**config.mk**
```make
export PLATFORM = sky130hd
export DESIGN_NAME = station_address_word_two
export DESIGN_NICKNAME = d
export VERILOG_FILES = /design/src/core/station_address_pkg.sv /design/src/core/alias_merge.sv /design/src/core/station_address_word_two.sv
export SDC_FILE = /design/constraint.sdc
export NUM_CORES = 1
export LEC_CHECK = 0
export BUFFER_PORTS_ARGS = -buffer_cell sky130_fd_sc_hd__buf_4
export CORE_MARGIN = 1.5
export CORE_UTILIZATION = 47
export CTS_CLUSTER_SIZE = 40
export DETAILED_ROUTE_END_ITERATION = 10
export GPL_TIMING_DRIVEN = 0
export PLACE_DENSITY_LB_ADDON = 0.15
export SLEW_MARGIN = 30
export SYNTH_ARGS = -nofsm -noshare
export SYNTH_HDL_FRONTEND = slang
export SYNTH_SLANG_ARGS = --single-unit
```
**constraint.sdc**
```tcl
create_clock -name clk -period 1.74 [get_ports clk]
set_input_delay 0.435 -clock clk [delete_from_list [all_inputs] [get_ports clk]]
set_output_delay 0.435 -clock clk [all_outputs]
set_load 0.005 [all_outputs]
```
**src/core/station_address_pkg.sv**
```systemverilog
package station_address_pkg;

	// ----------------------------------------------------------------
	// Bus geometry
	// ----------------------------------------------------------------
	localparam int           ADDR_W        = 12;
	localparam int           DATA_W        = 32;
	localparam int           STRB_W        = 4;
	localparam int           FIELD_W       = 16;

	// ----------------------------------------------------------------
	// Register offsets: direct word and its clear, set and invert aliases
	// ----------------------------------------------------------------
	localparam logic [11:0]  OFS_DIRECT    = 12'h000;
	localparam logic [11:0]  OFS_CLEAR     = 12'h004;
	localparam logic [11:0]  OFS_SET       = 12'h008;
	localparam logic [11:0]  OFS_INVERT    = 12'h00c;
	localparam logic [11:0]  OFS_SPAN_MASK = 12'hff3;

	// ----------------------------------------------------------------
	// Field layout
	// ----------------------------------------------------------------
	localparam int           FIRST_LSB     = 0;
	localparam int           FIRST_MSB     = 7;
	localparam int           SECOND_LSB    = 8;
	localparam int           SECOND_MSB    = 15;
	localparam int           RESERVED_LSB  = 16;
	localparam int           RESERVED_MSB  = 31;
	localparam logic [15:0]  RESERVED_READ = 16'h0000;

	// ----------------------------------------------------------------
	// Reset value held only until the factory address is loaded
	// ----------------------------------------------------------------
	localparam logic [15:0]  RESET_VALUE   = 16'h0000;

	// ----------------------------------------------------------------
	// Accepted write strobe patterns: low half, high half, whole word
	// ----------------------------------------------------------------
	localparam logic [3:0]   STRB_LOW      = 4'h3;
	localparam logic [3:0]   STRB_HIGH     = 4'hc;
	localparam logic [3:0]   STRB_WORD     = 4'hf;

	// ----------------------------------------------------------------
	// Types
	// ----------------------------------------------------------------
	typedef enum logic [1:0] {
		ST_LOAD = 2'b00,
		ST_IDLE = 2'b01,
		ST_ACK  = 2'b11
	} bus_state_t;

	typedef enum logic [1:0] {
		OP_WRITE  = 2'b00,
		OP_CLEAR  = 2'b01,
		OP_SET    = 2'b10,
		OP_INVERT = 2'b11
	} alias_op_t;

endpackage

```
**src/core/alias_merge.sv**
```systemverilog
`timescale 1ns/1ps

module alias_merge
	import station_address_pkg::*;
(
	input  wire station_address_pkg::alias_op_t    op,
	input  wire logic [station_address_pkg::FIELD_W-1:0] cur,
	input  wire logic [station_address_pkg::FIELD_W-1:0] wdata,
	input  wire logic [1:0]                        lane_en,
	output logic      [station_address_pkg::FIELD_W-1:0] nxt
);

	import station_address_pkg::*;

	// ----------------------------------------------------------------
	// Per-bit merge of a write into the held value
	// ----------------------------------------------------------------
	genvar i;
	generate
		for (i = 0; i < FIELD_W; i = i + 1) begin : g_bit
			always_comb begin
				if (!lane_en[i / 8]) begin
					nxt[i] = cur[i];
				end else begin
					case (op)
						OP_WRITE:  nxt[i] = wdata[i];
						OP_CLEAR:  nxt[i] = cur[i] & ~wdata[i];
						OP_SET:    nxt[i] = cur[i] | wdata[i];
						OP_INVERT: nxt[i] = cur[i] ^ wdata[i];
						default:   nxt[i] = cur[i];
					endcase
				end
			end
		end
	endgenerate

endmodule

```
**src/core/station_address_word_two.sv**
```systemverilog
`timescale 1ns/1ps

// Summary of operation
// - The word answers at its base offset and at base plus 0x4, 0x8 and 0xC as clear, set and invert aliases.
// - Bits 15 down to 8 hold the second transmitted station address octet, readable and writable.
// - Bits 7 down to 0 hold the first transmitted, most significant station address octet, readable and writable.
// - Bits 31 down to 16 are reserved, software writes zero there, and the block reads them back as zero.
// - Half-word and whole-word writes are taken, while byte-wide writes are dropped without effect.
// - After reset both octets are loaded from the factory-programmed address rather than a fixed constant.
module station_address_word_two
	import station_address_pkg::*;
(
	input  wire logic                                    clk,
	input  wire logic                                    rst_n,
	input  wire logic [station_address_pkg::ADDR_W-1:0]  paddr,
	input  wire logic                                    psel,
	input  wire logic                                    penable,
	input  wire logic                                    pwrite,
	input  wire logic [station_address_pkg::DATA_W-1:0]  pwdata,
	input  wire logic [station_address_pkg::STRB_W-1:0]  pstrb,
	output logic      [station_address_pkg::DATA_W-1:0]  prdata,
	output logic                                         pready,
	output logic                                         pslverr,
	input  wire logic [7:0]                              factory_octet_first,
	input  wire logic [7:0]                              factory_octet_second,
	output logic      [7:0]                              station_octet_first,
	output logic      [7:0]                              station_octet_second
);

	import station_address_pkg::*;

	// ----------------------------------------------------------------
	// State
	// ----------------------------------------------------------------
	bus_state_t                 state_reg;
	logic [FIELD_W-1:0]         address_reg;
	logic [FIELD_W-1:0]         address_next;
	logic [DATA_W-1:0]          prdata_reg;
	logic                       pready_reg;
	logic                       pslverr_reg;

	// ----------------------------------------------------------------
	// Decode
	// ----------------------------------------------------------------
	logic                       addr_hit;
	logic                       size_ok;
	logic [1:0]                 lane_en;
	alias_op_t                  op;
	logic                       take;
	logic                       commit;

	assign addr_hit = ((paddr & OFS_SPAN_MASK) == OFS_DIRECT);
	assign op       = alias_op_t'(paddr[3:2]);
	assign size_ok  = (pstrb == STRB_LOW) || (pstrb == STRB_HIGH) || (pstrb == STRB_WORD);
	assign lane_en  = size_ok ? pstrb[1:0] : 2'b00;
	assign take     = (state_reg == ST_IDLE) && psel && penable;
	assign commit   = (state_reg == ST_ACK) && psel && penable && pwrite && addr_hit && size_ok;

	alias_merge u_merge (
		.op      (op),
		.cur     (address_reg),
		.wdata   (pwdata[FIELD_W-1:0]),
		.lane_en (lane_en),
		.nxt     (address_next)
	);

	// ----------------------------------------------------------------
	// Bus handshake
	// ----------------------------------------------------------------
	// The access waits one cycle for the registered ready, which keeps
	// every bus output on a flip-flop at the cost of a wait state.
	always_ff @(posedge clk or negedge rst_n) begin
		if (!rst_n) begin
			state_reg <= ST_LOAD;
		end else begin
			case (state_reg)
				ST_LOAD: state_reg <= ST_IDLE;
				ST_IDLE: begin
					if (take) begin
						state_reg <= ST_ACK;
					end
				end
				ST_ACK:  state_reg <= ST_IDLE;
				default: state_reg <= ST_IDLE;
			endcase
		end
	end

	always_ff @(posedge clk or negedge rst_n) begin
		if (!rst_n) begin
			pready_reg  <= 1'b0;
			pslverr_reg <= 1'b0;
		end else begin
			pready_reg  <= take;
			pslverr_reg <= take && !addr_hit;
		end
	end

	// ----------------------------------------------------------------
	// Read data
	// ----------------------------------------------------------------
	always_ff @(posedge clk or negedge rst_n) begin
		if (!rst_n) begin
			prdata_reg <= '0;
		end else if (take && !pwrite && addr_hit) begin
			prdata_reg <= {RESERVED_READ, address_reg};
		end else begin
			prdata_reg <= '0;
		end
	end

	// ----------------------------------------------------------------
	// Station address storage
	// ----------------------------------------------------------------
	// Asynchronous reset can only place a constant; the factory value
	// is picked up by the first clock edge after release, and the bus
	// is held off until then so no write can race the load.
	always_ff @(posedge clk or negedge rst_n) begin
		if (!rst_n) begin
			address_reg <= RESET_VALUE;
		end else if (state_reg == ST_LOAD) begin
			address_reg <= {factory_octet_second, factory_octet_first};
		end else if (commit) begin
			address_reg <= address_next;
		end
	end

	assign prdata               = prdata_reg;
	assign pready               = pready_reg;
	assign pslverr              = pslverr_reg;
	assign station_octet_first  = address_reg[FIRST_MSB:FIRST_LSB];
	assign station_octet_second = address_reg[SECOND_MSB:SECOND_LSB];

	// ----------------------------------------------------------------
	// Assertions
	// ----------------------------------------------------------------
	a_clear_alias_effect: assert property (@(posedge clk) disable iff (!rst_n)
		(commit && op == OP_CLEAR && pstrb == STRB_WORD)
		|=> (address_reg == ($past(address_reg) & ~$past(pwdata[FIELD_W-1:0]))))
		else $error("clear alias did not clear the written ones");

	a_second_octet_write: assert property (@(posedge clk) disable iff (!rst_n)
		(commit && op == OP_WRITE && pstrb == STRB_WORD)
		|=> (station_octet_second == $past(pwdata[SECOND_MSB:SECOND_LSB])))
		else $error("second octet did not take the written byte");

	a_first_octet_write: assert property (@(posedge clk) disable iff (!rst_n)
		(commit && op == OP_WRITE && pstrb == STRB_LOW)
		|=> (station_octet_first == $past(pwdata[FIRST_MSB:FIRST_LSB])))
		else $error("first octet did not take the written byte");

	a_reserved_read_zero: assert property (@(posedge clk) disable iff (!rst_n)
		pready_reg |-> (prdata_reg[RESERVED_MSB:RESERVED_LSB] == RESERVED_READ))
		else $error("reserved bits did not read as zero");

	a_byte_write_ignored: assert property (@(posedge clk) disable iff (!rst_n)
		((state_reg == ST_ACK) && psel && penable && pwrite && !size_ok)
		|=> $stable(address_reg))
		else $error("byte-wide write changed the register");

	a_factory_load_done: assert property (@(posedge clk) disable iff (!rst_n)
		(rst_n && (state_reg == ST_LOAD))
		|=> (station_octet_first == $past(factory_octet_first))
		&& (station_octet_second == $past(factory_octet_second)) && !pready_reg)
		else $error("factory address not loaded after reset");

	a_invert_alias_toggle: assert property (@(posedge clk) disable iff (!rst_n)
		(commit && op == OP_INVERT && pstrb == STRB_WORD)
		|=> (address_reg == ($past(address_reg) ^ $past(pwdata[FIELD_W-1:0]))))
		else $error("invert alias did not toggle the written ones");

	a_set_alias_effect: assert property (@(posedge clk) disable iff (!rst_n)
		(commit && op == OP_SET && pstrb == STRB_LOW)
		|=> (address_reg == ($past(address_reg) | $past(pwdata[FIELD_W-1:0]))))
		else $error("set alias did not set the written ones");

	a_ready_one_cycle: assert property (@(posedge clk) disable iff (!rst_n)
		(take ##1 pready_reg) |=> !pready_reg)
		else $error("ready held longer than one cycle");

	// ----------------------------------------------------------------
	// Assertion support
	// ----------------------------------------------------------------
	// Counts access cycles still waiting for ready, so the single wait
	// state can be checked without a long repetition in a property.
	logic [1:0]                 wait_cnt_reg;

	always_ff @(posedge clk or negedge rst_n) begin
		if (!rst_n) begin
			wait_cnt_reg <= 2'b00;
		end else if (psel && penable && !pready_reg) begin
			if (wait_cnt_reg != 2'b11) begin
				wait_cnt_reg <= wait_cnt_reg + 2'b01;
			end
		end else begin
			wait_cnt_reg <= 2'b00;
		end
	end

	// ----------------------------------------------------------------
	// Handshake checks
	// ----------------------------------------------------------------
	a_one_wait_state: assert property (@(posedge clk) disable iff (!rst_n)
		(wait_cnt_reg <= 2'b01))
		else $error("access waited more than one cycle for ready");

	a_ready_after_take: assert property (@(posedge clk) disable iff (!rst_n)
		pready_reg |-> $past(take))
		else $error("ready raised without an accepted access");

	a_error_with_ready: assert property (@(posedge clk) disable iff (!rst_n)
		pslverr_reg |-> pready_reg)
		else $error("error flag raised without ready");

	a_ack_returns_idle: assert property (@(posedge clk) disable iff (!rst_n)
		(state_reg == ST_ACK) |=> (state_reg == ST_IDLE))
		else $error("answer state lasted more than one cycle");

	a_take_to_ack: assert property (@(posedge clk) disable iff (!rst_n)
		take
		|=> (state_reg == ST_ACK))
		else $error("accepted access did not reach the answer state");

	a_write_data_zero: assert property (@(posedge clk) disable iff (!rst_n)
		(take && pwrite) |=> (prdata_reg == '0))
		else $error("write answer carried read data");

	// ----------------------------------------------------------------
	// Decode checks
	// ----------------------------------------------------------------
	a_alias_offsets_hit: assert property (@(posedge clk) disable iff (!rst_n)
		(take && ((paddr == OFS_CLEAR) || (paddr == OFS_SET) || (paddr == OFS_INVERT)))
		|=> (pready_reg && !pslverr_reg))
		else $error("alias offset was not accepted");

	a_unmapped_error_flag: assert property (@(posedge clk) disable iff (!rst_n)
		(take && !addr_hit)
		|=> (pready_reg && pslverr_reg && (prdata_reg == '0)))
		else $error("unmapped access was not flagged");

	a_unmapped_write_kept: assert property (@(posedge clk) disable iff (!rst_n)
		((state_reg == ST_ACK) && psel && penable && pwrite && !addr_hit)
		|=> $stable(address_reg))
		else $error("unmapped write changed the register");

	a_data_zero_idle: assert property (@(posedge clk) disable iff (!rst_n)
		!pready_reg |-> (prdata_reg == '0))
		else $error("read data not zero outside a read answer");

	// ----------------------------------------------------------------
	// Field and alias checks
	// ----------------------------------------------------------------
	a_second_octet_read: assert property (@(posedge clk) disable iff (!rst_n)
		(take && !pwrite && addr_hit)
		|=> (prdata_reg[SECOND_MSB:SECOND_LSB] == station_octet_second))
		else $error("read did not return the second octet");

	a_first_octet_read: assert property (@(posedge clk) disable iff (!rst_n)
		(take && !pwrite && addr_hit)
		|=> (prdata_reg[FIRST_MSB:FIRST_LSB] == station_octet_first))
		else $error("read did not return the first octet");

	a_second_octet_half: assert property (@(posedge clk) disable iff (!rst_n)
		(commit && op == OP_WRITE && pstrb == STRB_LOW)
		|=> (station_octet_second == $past(pwdata[SECOND_MSB:SECOND_LSB])))
		else $error("half-word write missed the second octet");

	a_first_octet_word: assert property (@(posedge clk) disable iff (!rst_n)
		(commit && op == OP_WRITE && pstrb == STRB_WORD)
		|=> (station_octet_first == $past(pwdata[FIRST_MSB:FIRST_LSB])))
		else $error("word write missed the first octet");

	a_high_half_ignored: assert property (@(posedge clk) disable iff (!rst_n)
		(commit && pstrb == STRB_HIGH)
		|=> $stable(address_reg))
		else $error("write to the reserved half changed the register");

	a_quiet_keeps_value: assert property (@(posedge clk) disable iff (!rst_n)
		(rst_n && (state_reg != ST_LOAD) && !commit)
		|=> $stable(address_reg))
		else $error("register changed without a write");

	a_clear_low_half: assert property (@(posedge clk) disable iff (!rst_n)
		(commit && op == OP_CLEAR && pstrb == STRB_LOW)
		|=> (address_reg == ($past(address_reg) & ~$past(pwdata[FIELD_W-1:0]))))
		else $error("clear alias half-word did not clear the written ones");

	a_set_alias_word: assert property (@(posedge clk) disable iff (!rst_n)
		(commit && op == OP_SET && pstrb == STRB_WORD)
		|=> (address_reg == ($past(address_reg) | $past(pwdata[FIELD_W-1:0]))))
		else $error("set alias word did not set the written ones");

	a_invert_low_half: assert property (@(posedge clk) disable iff (!rst_n)
		(commit && op == OP_INVERT && pstrb == STRB_LOW)
		|=> (address_reg == ($past(address_reg) ^ $past(pwdata[FIELD_W-1:0]))))
		else $error("invert alias half-word did not toggle the written ones");

	a_load_once: assert property (@(posedge clk) disable iff (!rst_n)
		(rst_n && (state_reg == ST_LOAD))
		|=> (state_reg == ST_IDLE))
		else $error("factory load did not finish in one cycle");

endmodule

```
==> results of run 1 <==
-- cell type report --
| class | instances | area [um^2] |
|---|---|---|
| Tap cell | 70 | 87.6 |
| Fill cell | 425 | 1670 |
| Multi-Input combinational cell | 128 | 1420 |
| Timing Repair Buffer | 85 | 638 |
| Buffer | 24 | 173 |
| Sequential cell | 36 | 902 |
| Inverter | 49 | 184 |
| Clock buffer | 7 | 96.3 |
-- worst min path at each step --
stage | from | to | slack [ns]
after floorplan | rst_n | address_reg[0] | 0.14
after global placement | rst_n | pslverr | 0.42
after detailed placement | rst_n | prdata[11] | 0.42
after CTS | rst_n | prdata[10] | 0.12
after global routing | rst_n | prdata[15] | 0.13
final | rst_n | pready | 0.11
-- placed cells by master, fill, tap and decap left out --
| master | instances |
|---|---|
| buf_4 | 101 |
| inv_1 | 48 |
| dfrtp_1 | 35 |
| mux2i_1 | 31 |
| ha_1 | 31 |
| conb_1 | 17 |
| and2_1 | 16 |
| mux4_2 | 16 |
| clkbuf_8 | 7 |
| buf_2 | 5 |
| nor2_1 | 3 |
| nor4_4 | 3 |
| buf_6 | 2 |
| inv_2 | 1 |
| nand3_1 | 1 |
| nand3_2 | 1 |
| clkbuf_2 | 1 |
| and2_2 | 1 |
| or2_2 | 1 |
| nand2b_1 | 1 |
| nor3b_1 | 1 |
| a31oi_1 | 1 |
| o2111ai_1 | 1 |
| o41ai_4 | 1 |
| mux2i_2 | 1 |
| ha_4 | 1 |
| dfrtp_2 | 1 |
-- critical path: cells and delay by family --
kind	cells	cell delay (ns)
muxes	3	0.77
buffers and inverters	2	0.57
-- power groups by stage --
stage                     combinational, W  clock [W]  sequential [W]
after floorplan                   0.000453          0         0.00103
after global placement            0.000762          0         0.00104
after detailed placement          0.000804          0         0.00105
after CTS                         0.000811   0.000650         0.00103
after global routing              0.000917   0.000683         0.00105
final                             0.000810   0.000629         0.00103
-- logic make-up (layout without fill, tap and decap cells) --
kind of cell,after synthesis,after routing
and+or+nand+nor,28,28
adders and majority gates,32,32
muxes,48,48
AOI/OAI and AO/OA,3,3
buffers and inverters,73,165
other,2,17
DFF,36,36
-- through the flow --
stage / worst slack [ns] / util [%] / total power [W] / instance area, um^2
after detailed placement: -0.745 / 64.9 / 0.00185 / 3360
after global placement: -0.734 / 64.9 / 0.00180 / 3360
after CTS: 0.0350 / 67.3 / 0.00249 / 3480
after floorplan: -0.0547 / - / 0.00148 / 2640
final: 0.125 / 67.7 / 0.00247 / 3500
after global routing: 0.00536 / 67.7 / 0.00265 / 3500
-- layer usage --
metal | GRT usage (%) | vias to the layer above | share of wire, %
met5 | 0 | - | 0
met3 | 4.52 | 4 | 5.4
met1 | 22.0 | 883 | 40
met2 | 34.9 | 57 | 54
met4 | 5.56 | 0 | 0.90
li1 | - | 903 | -
-- repair_timing --
| action | 4_1_cts | 5_1_grt |
|---|---|---|
| pin swaps | 1 | 1 |
| setup endpoints to repair | 26 | 10 |
| buffers inserted | 1 | 0 |
| resized for setup | 4 | 5 |
==> flow_metrics.env, run 1 <==
export IMPL_cts_htree_levels=2
export IMPL_yosysWarnings=0
export IMPL_reg2reg_from="state_reg[1]"
export IMPL_antenna_cells=0
export IMPL_synth_area_leaders="dfrtp_1, ha_1, mux4_2, mux2i_1, inv_1"
export IMPL_report_final_hold_viol_count=0
export IMPL_crit_fanout=10
export IMPL_p_int_w=0.00175
export IMPL_synthMuxAreaShare_pct=26.5
export IMPL_drive_gt1_share_pct=43.5
export IMPL_clock_latency_ns=0.28
export IMPL_worstPathCellList="buf_2 > buf_2 > mux4_2 > mux2i_1 > mux2i_1"
export IMPL_cp_end_kind="flip-flop"
export IMPL_syn_avg_cell_area_um2=11.6
export IMPL_ant_nets=0
export IMPL_hold_path_class="in -> async"
export IMPL_async_flop_share_pct=100
export IMPL_overflow=0
export IMPL_track_usage_pct=19.1
export IMPL_synth_ff_type="dfrtp_1"
export IMPL_die_area_mm2=0.00591
export IMPL_hpwl_um=4060
export IMPL_cp_start_kind="input pin"
export IMPL_worstSetupEndpoint="address_reg[1]"
export IMPL_required_ns=1.90
export IMPL_synth_top_area_share_pct=35.1
export IMPL_fin_setup_tns_ns=0
export IMPL_p_sw_share_pct=28.9
export IMPL_timing_final_crit_share_pct=92.8
export IMPL_fmax_mhz=619
export IMPL_cts_tree="built"
export IMPL_cap_violations=0
export IMPL_seq_area_frac_synth_pct=35.1
export IMPL_r2r_slack_ns=0.13
export IMPL_finClkSkew_ns=0.00297
export IMPL_synth_edf_count=0
export IMPL_syn_to_final_growth_pct=36.5
export IMPL_period_needed_ns=1.61
export IMPL_synth_xor_area_share_pct=0
export IMPL_routedWlPerCell_um=13.1
export IMPL_power_density_mw_per_mm2=705
export IMPL_synthSimpleGateAreaFrac_pct=7.22
export IMPL_p_sw_w=0.000715
export IMPL_hold_buffers=0
export IMPL_clk_transition_reported_paths_ns=0.07
export IMPL_clockBufferDepth=2
export IMPL_ios=119
export IMPL_core_area_mm2=0.00517
export IMPL_finalSetupViolCount=0
export IMPL_place_inst=391
export IMPL_cp_arrival_ns=1.77
export IMPL_vias=1847
export IMPL_numCtsBuffers=5
export IMPL_p_leak_nw=1.96
export IMPL_grt_pass1_wl_um=8710
export IMPL_grt_pass1_vias=1856
export IMPL_numPortBuffers=84
export IMPL_status="finished clean"
export IMPL_worst_ir_drop_vdd_uv=412
export IMPL_dr_first_iter_drc_count=33
export IMPL_initial_utilization_pct=49.6
export IMPL_clock_sinks=36
export IMPL_rows=26
export IMPL_yosysUniqueCellTypes=23
export IMPL_synth_seq_cells=36
export IMPL_synthAdderAreaFrac_pct=15.6
export IMPL_die_h_um=76.9
export IMPL_postSynthCellCount=222
export IMPL_hold_slack_ns=0.108
export IMPL_startpoint="paddr[3]"
export IMPL_nets=430
export IMPL_die_w_um=76.9
export IMPL_drt_wl_total_um=5220
export IMPL_synth_top_cell_by_area="dfrtp_1"
export IMPL_synth_compound_area_share_pct=1.66
export IMPL_pwr_share_clk_pct=25.5
export IMPL_grt_max_degree=37
export IMPL_power_frac_seq_pct=41.7
export IMPL_cts_root_buffer="clkbuf_8"
export IMPL_stdcell_count=399
export IMPL_netlist_area_mm2=0.00257
export IMPL_drc=0
export IMPL_first_pass_iters=4
export IMPL_worst_r2r_endpoint="address_reg[8]"
export IMPL_synth_top_family_by_area="multiplexers"
export IMPL_post_synth_top_count_cell="inv_1"
export IMPL_p_comb_share_pct=32.8
export IMPL_drv_slew=0
export IMPL_grt_antenna_before_repair=0
export IMPL_r2r_cells=5
export IMPL_rsz0062_at_grt="no"
export IMPL_cpPeakStageDelay_ns=0.53
export IMPL_place_congestion=0.739
export IMPL_synth_common_cells="inv_1, dfrtp_1, ha_1, mux2i_1"
export IMPL_setup_worst_path_class="in -> reg"
export IMPL_routed_via_density=4.63
export IMPL_crit_path_top_delay_cell="mux4_2"
No activity file was read; power rests on OpenSTA's default activity.
==> run 2, diff against run 1 <==
--- a/config.mk
+++ b/config.mk
@@ -5,12 +5,14 @@
 export SDC_FILE = /design/constraint.sdc
 export NUM_CORES = 1
 export LEC_CHECK = 0
+export ABC_AREA = 1
 export BUFFER_PORTS_ARGS = -buffer_cell sky130_fd_sc_hd__buf_4
 export CORE_MARGIN = 1.5
-export CORE_UTILIZATION = 47
+export CORE_UTILIZATION = 48
 export CTS_CLUSTER_SIZE = 40
 export DETAILED_ROUTE_END_ITERATION = 10
 export GPL_TIMING_DRIVEN = 0
+export HOLD_SLACK_MARGIN = 0.15
 export PLACE_DENSITY_LB_ADDON = 0.15
 export SLEW_MARGIN = 30
 export SYNTH_ARGS = -nofsm -noshare
==> flow_metrics.env, run 2 <==
export IMPL_routed_via_density=4.71
export IMPL_power_frac_seq_pct=42.8
export IMPL_die_h_um=77.4
export IMPL_period_needed_ns=1.55
export IMPL_status="finished clean"
export IMPL_cp_arrival_ns=1.79
export IMPL_synth_seq_cells=36
export IMPL_grt_pass1_vias=2510
export IMPL_grt_max_degree=37
export IMPL_path_common_cell="nand2_1"
export IMPL_track_usage_pct=24.2
export IMPL_power_density_mw_per_mm2=636
export IMPL_cp_start_kind="flip-flop"
export IMPL_finClkSkew_ns=0.00794
export IMPL_nFillCells=483
export IMPL_finalSetupViolCount=0
export IMPL_r2r_cells=6
export IMPL_drt_wl_total_um=6880
export IMPL_relSlewSlack_pct=60.1
export IMPL_crit_fanout=10
export IMPL_required_ns=1.97
export IMPL_nets=586
export IMPL_post_synth_top_count_cell="nand2_1"
export IMPL_yosysWarnings=0
export IMPL_syn_avg_cell_area_um2=7.05
export IMPL_design_area_mm2=0.00355
export IMPL_synth_top_cell_by_area="dfrtp_1"
export IMPL_startpoint="state_reg[1]"
export IMPL_dp_slack_ns=0.0180
export IMPL_synth_edf_count=0
export IMPL_synth_area_leaders="dfrtp_1, nand2_1, ha_1, inv_1, buf_4"
export IMPL_report_final_hold_viol_count=0
export IMPL_p_sw_w=0.000720
export IMPL_dr_first_iter_drc_count=125
export IMPL_async_flop_share_pct=100
export IMPL_antenna_cells=0
export IMPL_yosysUniqueCellTypes=22
export IMPL_grt_antenna_before_repair=0
export IMPL_p_int_w=0.00154
export IMPL_rows=26
export IMPL_die_area_mm2=0.00599
export IMPL_clock_latency_ns=0.29
export IMPL_final_common_cell="nand2_1"
export IMPL_cp_end_kind="flip-flop"
export IMPL_min_from="factory_octet_first[7]"
export IMPL_timing_final_crit_share_pct=89.3
export IMPL_numCtsBuffers=5
export IMPL_hold_path_class="in -> reg"
export IMPL_worst_ir_drop_vdd_uv=370
export IMPL_vias=2621
export IMPL_placed_area_mm2=0.00344
export IMPL_drive_gt1_share_pct=26.3
export IMPL_die_w_um=77.4
export IMPL_place_congestion=0.840
export IMPL_cpPeakStageDelay_ns=0.48
export IMPL_netlist_area_mm2=0.00266
export IMPL_clk_transition_reported_paths_ns=0.07
export IMPL_ant_nets=0
export IMPL_grt_pass1_wl_um=11300
export IMPL_hpwl_um=5040
export IMPL_p_leak_nw=2.13
export IMPL_clock_sinks=36
export IMPL_pwr_share_clk_pct=27.7
export IMPL_synth_ff_type="dfrtp_1"
export IMPL_cts_htree_levels=2
export IMPL_layout_common_cells="nand2_1, buf_4, inv_1"
export IMPL_cts_root_buffer="clkbuf_8"
export IMPL_routedWlPerCell_um=12.4
export IMPL_worst_slew_pin_slew_ns=0.599
export IMPL_reg2reg_from="state_reg[1]"
export IMPL_cts_tree="built"
export IMPL_drc=0
export IMPL_syn_to_final_growth_pct=33.5
export IMPL_synth_common_cells="nand2_1, inv_1, dfrtp_1"
export IMPL_ios=119
export IMPL_setup_worst_path_class="reg -> reg"
export IMPL_p_comb_share_pct=29.5
export IMPL_initial_utilization_pct=50.7
export IMPL_synth_top_area_share_pct=33.9
export IMPL_seq_area_frac_synth_pct=33.9
export IMPL_drv_slew=0
export IMPL_r2r_slack_ns=0.19
export IMPL_rsz0062_at_grt="no"
export IMPL_stdcell_count=556
export IMPL_cap_violations=0
export IMPL_core_area_mm2=0.00524
export IMPL_overflow=0
export IMPL_fin_setup_tns_ns=0
export IMPL_postSynthCellCount=377
export IMPL_fmax_mhz=644
export IMPL_numPortBuffers=85
export IMPL_worstPathCellList="nor2_4 > buf_1 > nand2_1 > nand2_1 > nand2_1 > nand2_1"
export IMPL_holdPathStages=5
export IMPL_first_pass_iters=4
export IMPL_final_setup_worst_slack_ns=0.186
export IMPL_clockBufferDepth=2
export IMPL_crit_path_top_delay_cell="buf_1"
export IMPL_place_inst=547
export IMPL_p_sw_share_pct=31.9
-- run 2: cell type report --
cell class,count,area (um^2),area share (%)
Inverter,53,199,5.61
Sequential cell,36,901,25.4
Multi-Input combinational cell,274,1420,40.1
Tap cell,70,87.6,2.47
Timing Repair Buffer,86,648,18.3
Clock buffer,6,82.6,2.33
Clock inverter,2,10.0,0.282
Buffer,29,195,5.50
-- run 2: critical path, delay by kind of cell, from the launching register on --
kind	cells	cell delay (ns)
buf+inv	1	0.48
flops	1	0.43
simple gates	5	0.60
-- run 2: final timing paths --
kind | to
setup / recovery | address_reg[13]
hold / removal | address_reg[7]
setup reg to reg | address_reg[13]
hold reg to reg | state_reg[1]
max in group asynchronous | pready
min in group asynchronous | prdata[12]
-- run 2: logic make-up after synthesis --
kind of cell / count (synthesis) / share of synthesized area (%)
AND/OR/NAND/NOR: 220 / 34.7
adder cells (fa/ha/maj): 32 / 15.1
AO/OA/AOI/OAI: 5 / 1.18
flip-flops: 36 / 33.9
buffers and inverters: 82 / 14.8
other: 2 / 0.283
-- run 2: power groups by stage --
stage	clock (W)	sequential [W]	combinational, W
after CTS	0.000636	0.000964	0.000668
after floorplan	0	0.000972	0.000371
after global placement	0	0.000977	0.000637
final	0.000625	0.000966	0.000665
after global routing	0.000669	0.000978	0.000763
after detailed placement	0	0.000980	0.000663
-- run 2: layer usage --
metal	up-vias	wire length [um]	track usage, %	share of wire [%]
li1	1322	-	-	-
met3	8	439	5.88	6.4
met2	86	3520	43.1	51
met4	0	90	7.09	1.3
met1	1205	2830	28.8	41
met5	-	0	0	0
-- run 2: what timing repair did --
| action | 4_1_cts | 5_1_grt |
|---|---|---|
| setup endpoints to repair | 0 | 9 |
| hold endpoints to repair | 36 | 0 |
| setup buffers | 0 | 0 |
| hold buffers | 1 | 0 |
| gates resized for setup | 0 | 2 |
-- run 2: stage by stage --
stage | utilization (%) | total power, W | hold slack, ns
after floorplan | - | 0.00134 | 0.139
after global placement | 65.7 | 0.00161 | 0.425
after detailed placement | 65.7 | 0.00164 | 0.425
after CTS | 67.6 | 0.00227 | 0.419
after global routing | 67.7 | 0.00241 | 0.444
final | 67.7 | 0.00226 | 0.425
==> run 3, diff against run 2 <==
--- a/config.mk
+++ b/config.mk
@@ -8,7 +8,7 @@
 export ABC_AREA = 1
 export BUFFER_PORTS_ARGS = -buffer_cell sky130_fd_sc_hd__buf_4
 export CORE_MARGIN = 1.5
-export CORE_UTILIZATION = 48
+export CORE_UTILIZATION = 35
 export CTS_CLUSTER_SIZE = 40
 export DETAILED_ROUTE_END_ITERATION = 10
 export GPL_TIMING_DRIVEN = 0
==> flow_metrics.env, run 3 (same netlist as run 2, synthesis figures left out) <==
export IMPL_path_common_cell="nand2_1"
export IMPL_p_leak_nw=2.13
export IMPL_overflow=0
export IMPL_layout_common_cells="nand2_1, buf_4, inv_1"
export IMPL_cpPeakStageDelay_ns=0.43
export IMPL_worst_ir_drop_vdd_uv=364
export IMPL_setup_worst_path_class="reg -> reg"
export IMPL_p_sw_w=0.000726
export IMPL_initial_utilization_pct=36.4
export IMPL_clockBufferDepth=2
export IMPL_worstPathCellList="nor2_4 > inv_2 > clkbuf_1 > nand2_1 > nand2_1 > nand2_1 > nand2_1"
export IMPL_dp_slack_ns=0.0435
export IMPL_final_setup_worst_slack_ns=0.232
export IMPL_die_area_mm2=0.00812
export IMPL_antenna_cells=0
export IMPL_power_density_mw_per_mm2=631
export IMPL_clock_latency_ns=0.29
export IMPL_relSlewSlack_pct=62.3
export IMPL_hold_path_class="in -> reg"
export IMPL_cp_start_kind="flip-flop"
export IMPL_final_common_cell="nand2_1"
export IMPL_ant_nets=0
export IMPL_numPortBuffers=85
export IMPL_grt_antenna_before_repair=0
export IMPL_routed_via_density=4.45
export IMPL_rsz0062_at_grt="no"
export IMPL_crit_path_top_delay_cell="dfrtp_1"
export IMPL_p_sw_share_pct=32.1
export IMPL_syn_to_final_growth_pct=34.8
export IMPL_worst_slew_pin_slew_ns=0.565
export IMPL_timing_final_crit_share_pct=86.7
export IMPL_pwr_share_clk_pct=28.0
export IMPL_core_area_mm2=0.00729
export IMPL_nFillCells=780
export IMPL_die_h_um=90.1
export IMPL_cap_violations=0
export IMPL_period_needed_ns=1.51
export IMPL_power_frac_seq_pct=42.7
export IMPL_vias=2602
export IMPL_drv_slew=0
export IMPL_status="finished clean"
export IMPL_drc=0
export IMPL_p_int_w=0.00154
export IMPL_fin_setup_tns_ns=0
export IMPL_drt_wl_total_um=6970
export IMPL_grt_pass1_wl_um=11400
export IMPL_grt_max_degree=37
export IMPL_routedWlPerCell_um=11.9
export IMPL_cts_htree_levels=2
export IMPL_first_pass_iters=5
export IMPL_clock_sinks=36
export IMPL_report_final_hold_viol_count=0
export IMPL_drive_gt1_share_pct=26.3
export IMPL_grt_pass1_vias=2452
export IMPL_required_ns=1.92
export IMPL_rows=31
export IMPL_nets=586
export IMPL_fmax_mhz=663
export IMPL_cts_root_buffer="clkbuf_8"
export IMPL_p_comb_share_pct=29.3
export IMPL_ios=119
export IMPL_cp_arrival_ns=1.69
export IMPL_finalSetupViolCount=0
export IMPL_crit_fanout=10
export IMPL_die_w_um=90.1
export IMPL_finClkSkew_ns=0.00404
export IMPL_hpwl_um=5250
export IMPL_clk_transition_reported_paths_ns=0.08
export IMPL_numCtsBuffers=5
export IMPL_place_congestion=0.747
export IMPL_dr_first_iter_drc_count=105
export IMPL_cts_tree="built"
export IMPL_cp_end_kind="flip-flop"
export IMPL_track_usage_pct=17.5
==> run 3: power by group through the flow <==
stage	clock network (W)	logic, W	registers, W
floorplan	0	0.000371	0.000972
global placement	0	0.000647	0.000979
detailed placement	0	0.000667	0.000982
CTS	0.000662	0.000671	0.000965
global route	0.000682	0.000760	0.000975
finish	0.000633	0.000661	0.000966
==> run 3: what timing repair did <==
action,CTS,global route
buffers inserted,0,0
resized for setup,0,1
setup endpoints to repair,0,6
hold endpoints to repair,36,0
hold buffers,1,0
==> run 3: through the flow <==
stage               util (%)  power, W  area [um^2]  hold WS, ns  cells
floorplan                  -   0.00134         2710        0.139    392
CTS                     49.1   0.00230         3580        0.429    585
finish                  49.1   0.00226         3580        0.435    585
detailed placement      47.7   0.00165         3480        0.439    576
global route            49.1   0.00242         3580        0.434    585
global placement        47.7   0.00163         3480        0.439    576
==> run 3: final timing paths <==
kind                                         from              to  slack, ns  cells after the start
min in group asynchronous                   rst_n      prdata[10]       0.64                      2
setup reg to reg                     state_reg[1]  address_reg[3]       0.23                      7
max in group asynchronous                   rst_n  address_reg[6]       0.76                      2
hold reg to reg                      state_reg[1]    state_reg[1]       0.53                      1
setup / recovery                     state_reg[1]  address_reg[3]       0.23                      7
hold / removal             factory_octet_first[2]  address_reg[2]       0.44                      5
==> run 3: area by class of cell <==
type	count	area [um^2]	area share (%)
clock inverter	2	10.0	0.279
inverter	53	199	5.55
multi-input combinational	274	1420	39.7
buffer	29	195	5.45
timing repair buffer	86	648	18.1
tap	99	124	3.46
sequential	36	901	25.1
clock buffer	6	82.6	2.30
==> run 3: per-layer routing <==
metal	global-route usage, %	vias up	part of all wire [%]	wire (um)
li1	-	1325	-	-
met1	21.3	1186	42	2900
met2	30.4	87	50	3490
met3	4.65	4	7.6	528
met4	4.76	0	0.76	53
met5	0	-	0	0
==> run 3: worst max-delay path, delay by kind of cell, from the launching register on <==
kind | cells | cell delay (ns)
buffers and inverters | 2 | 0.39
DFF | 1 | 0.43
and+or+nand+nor | 5 | 0.57
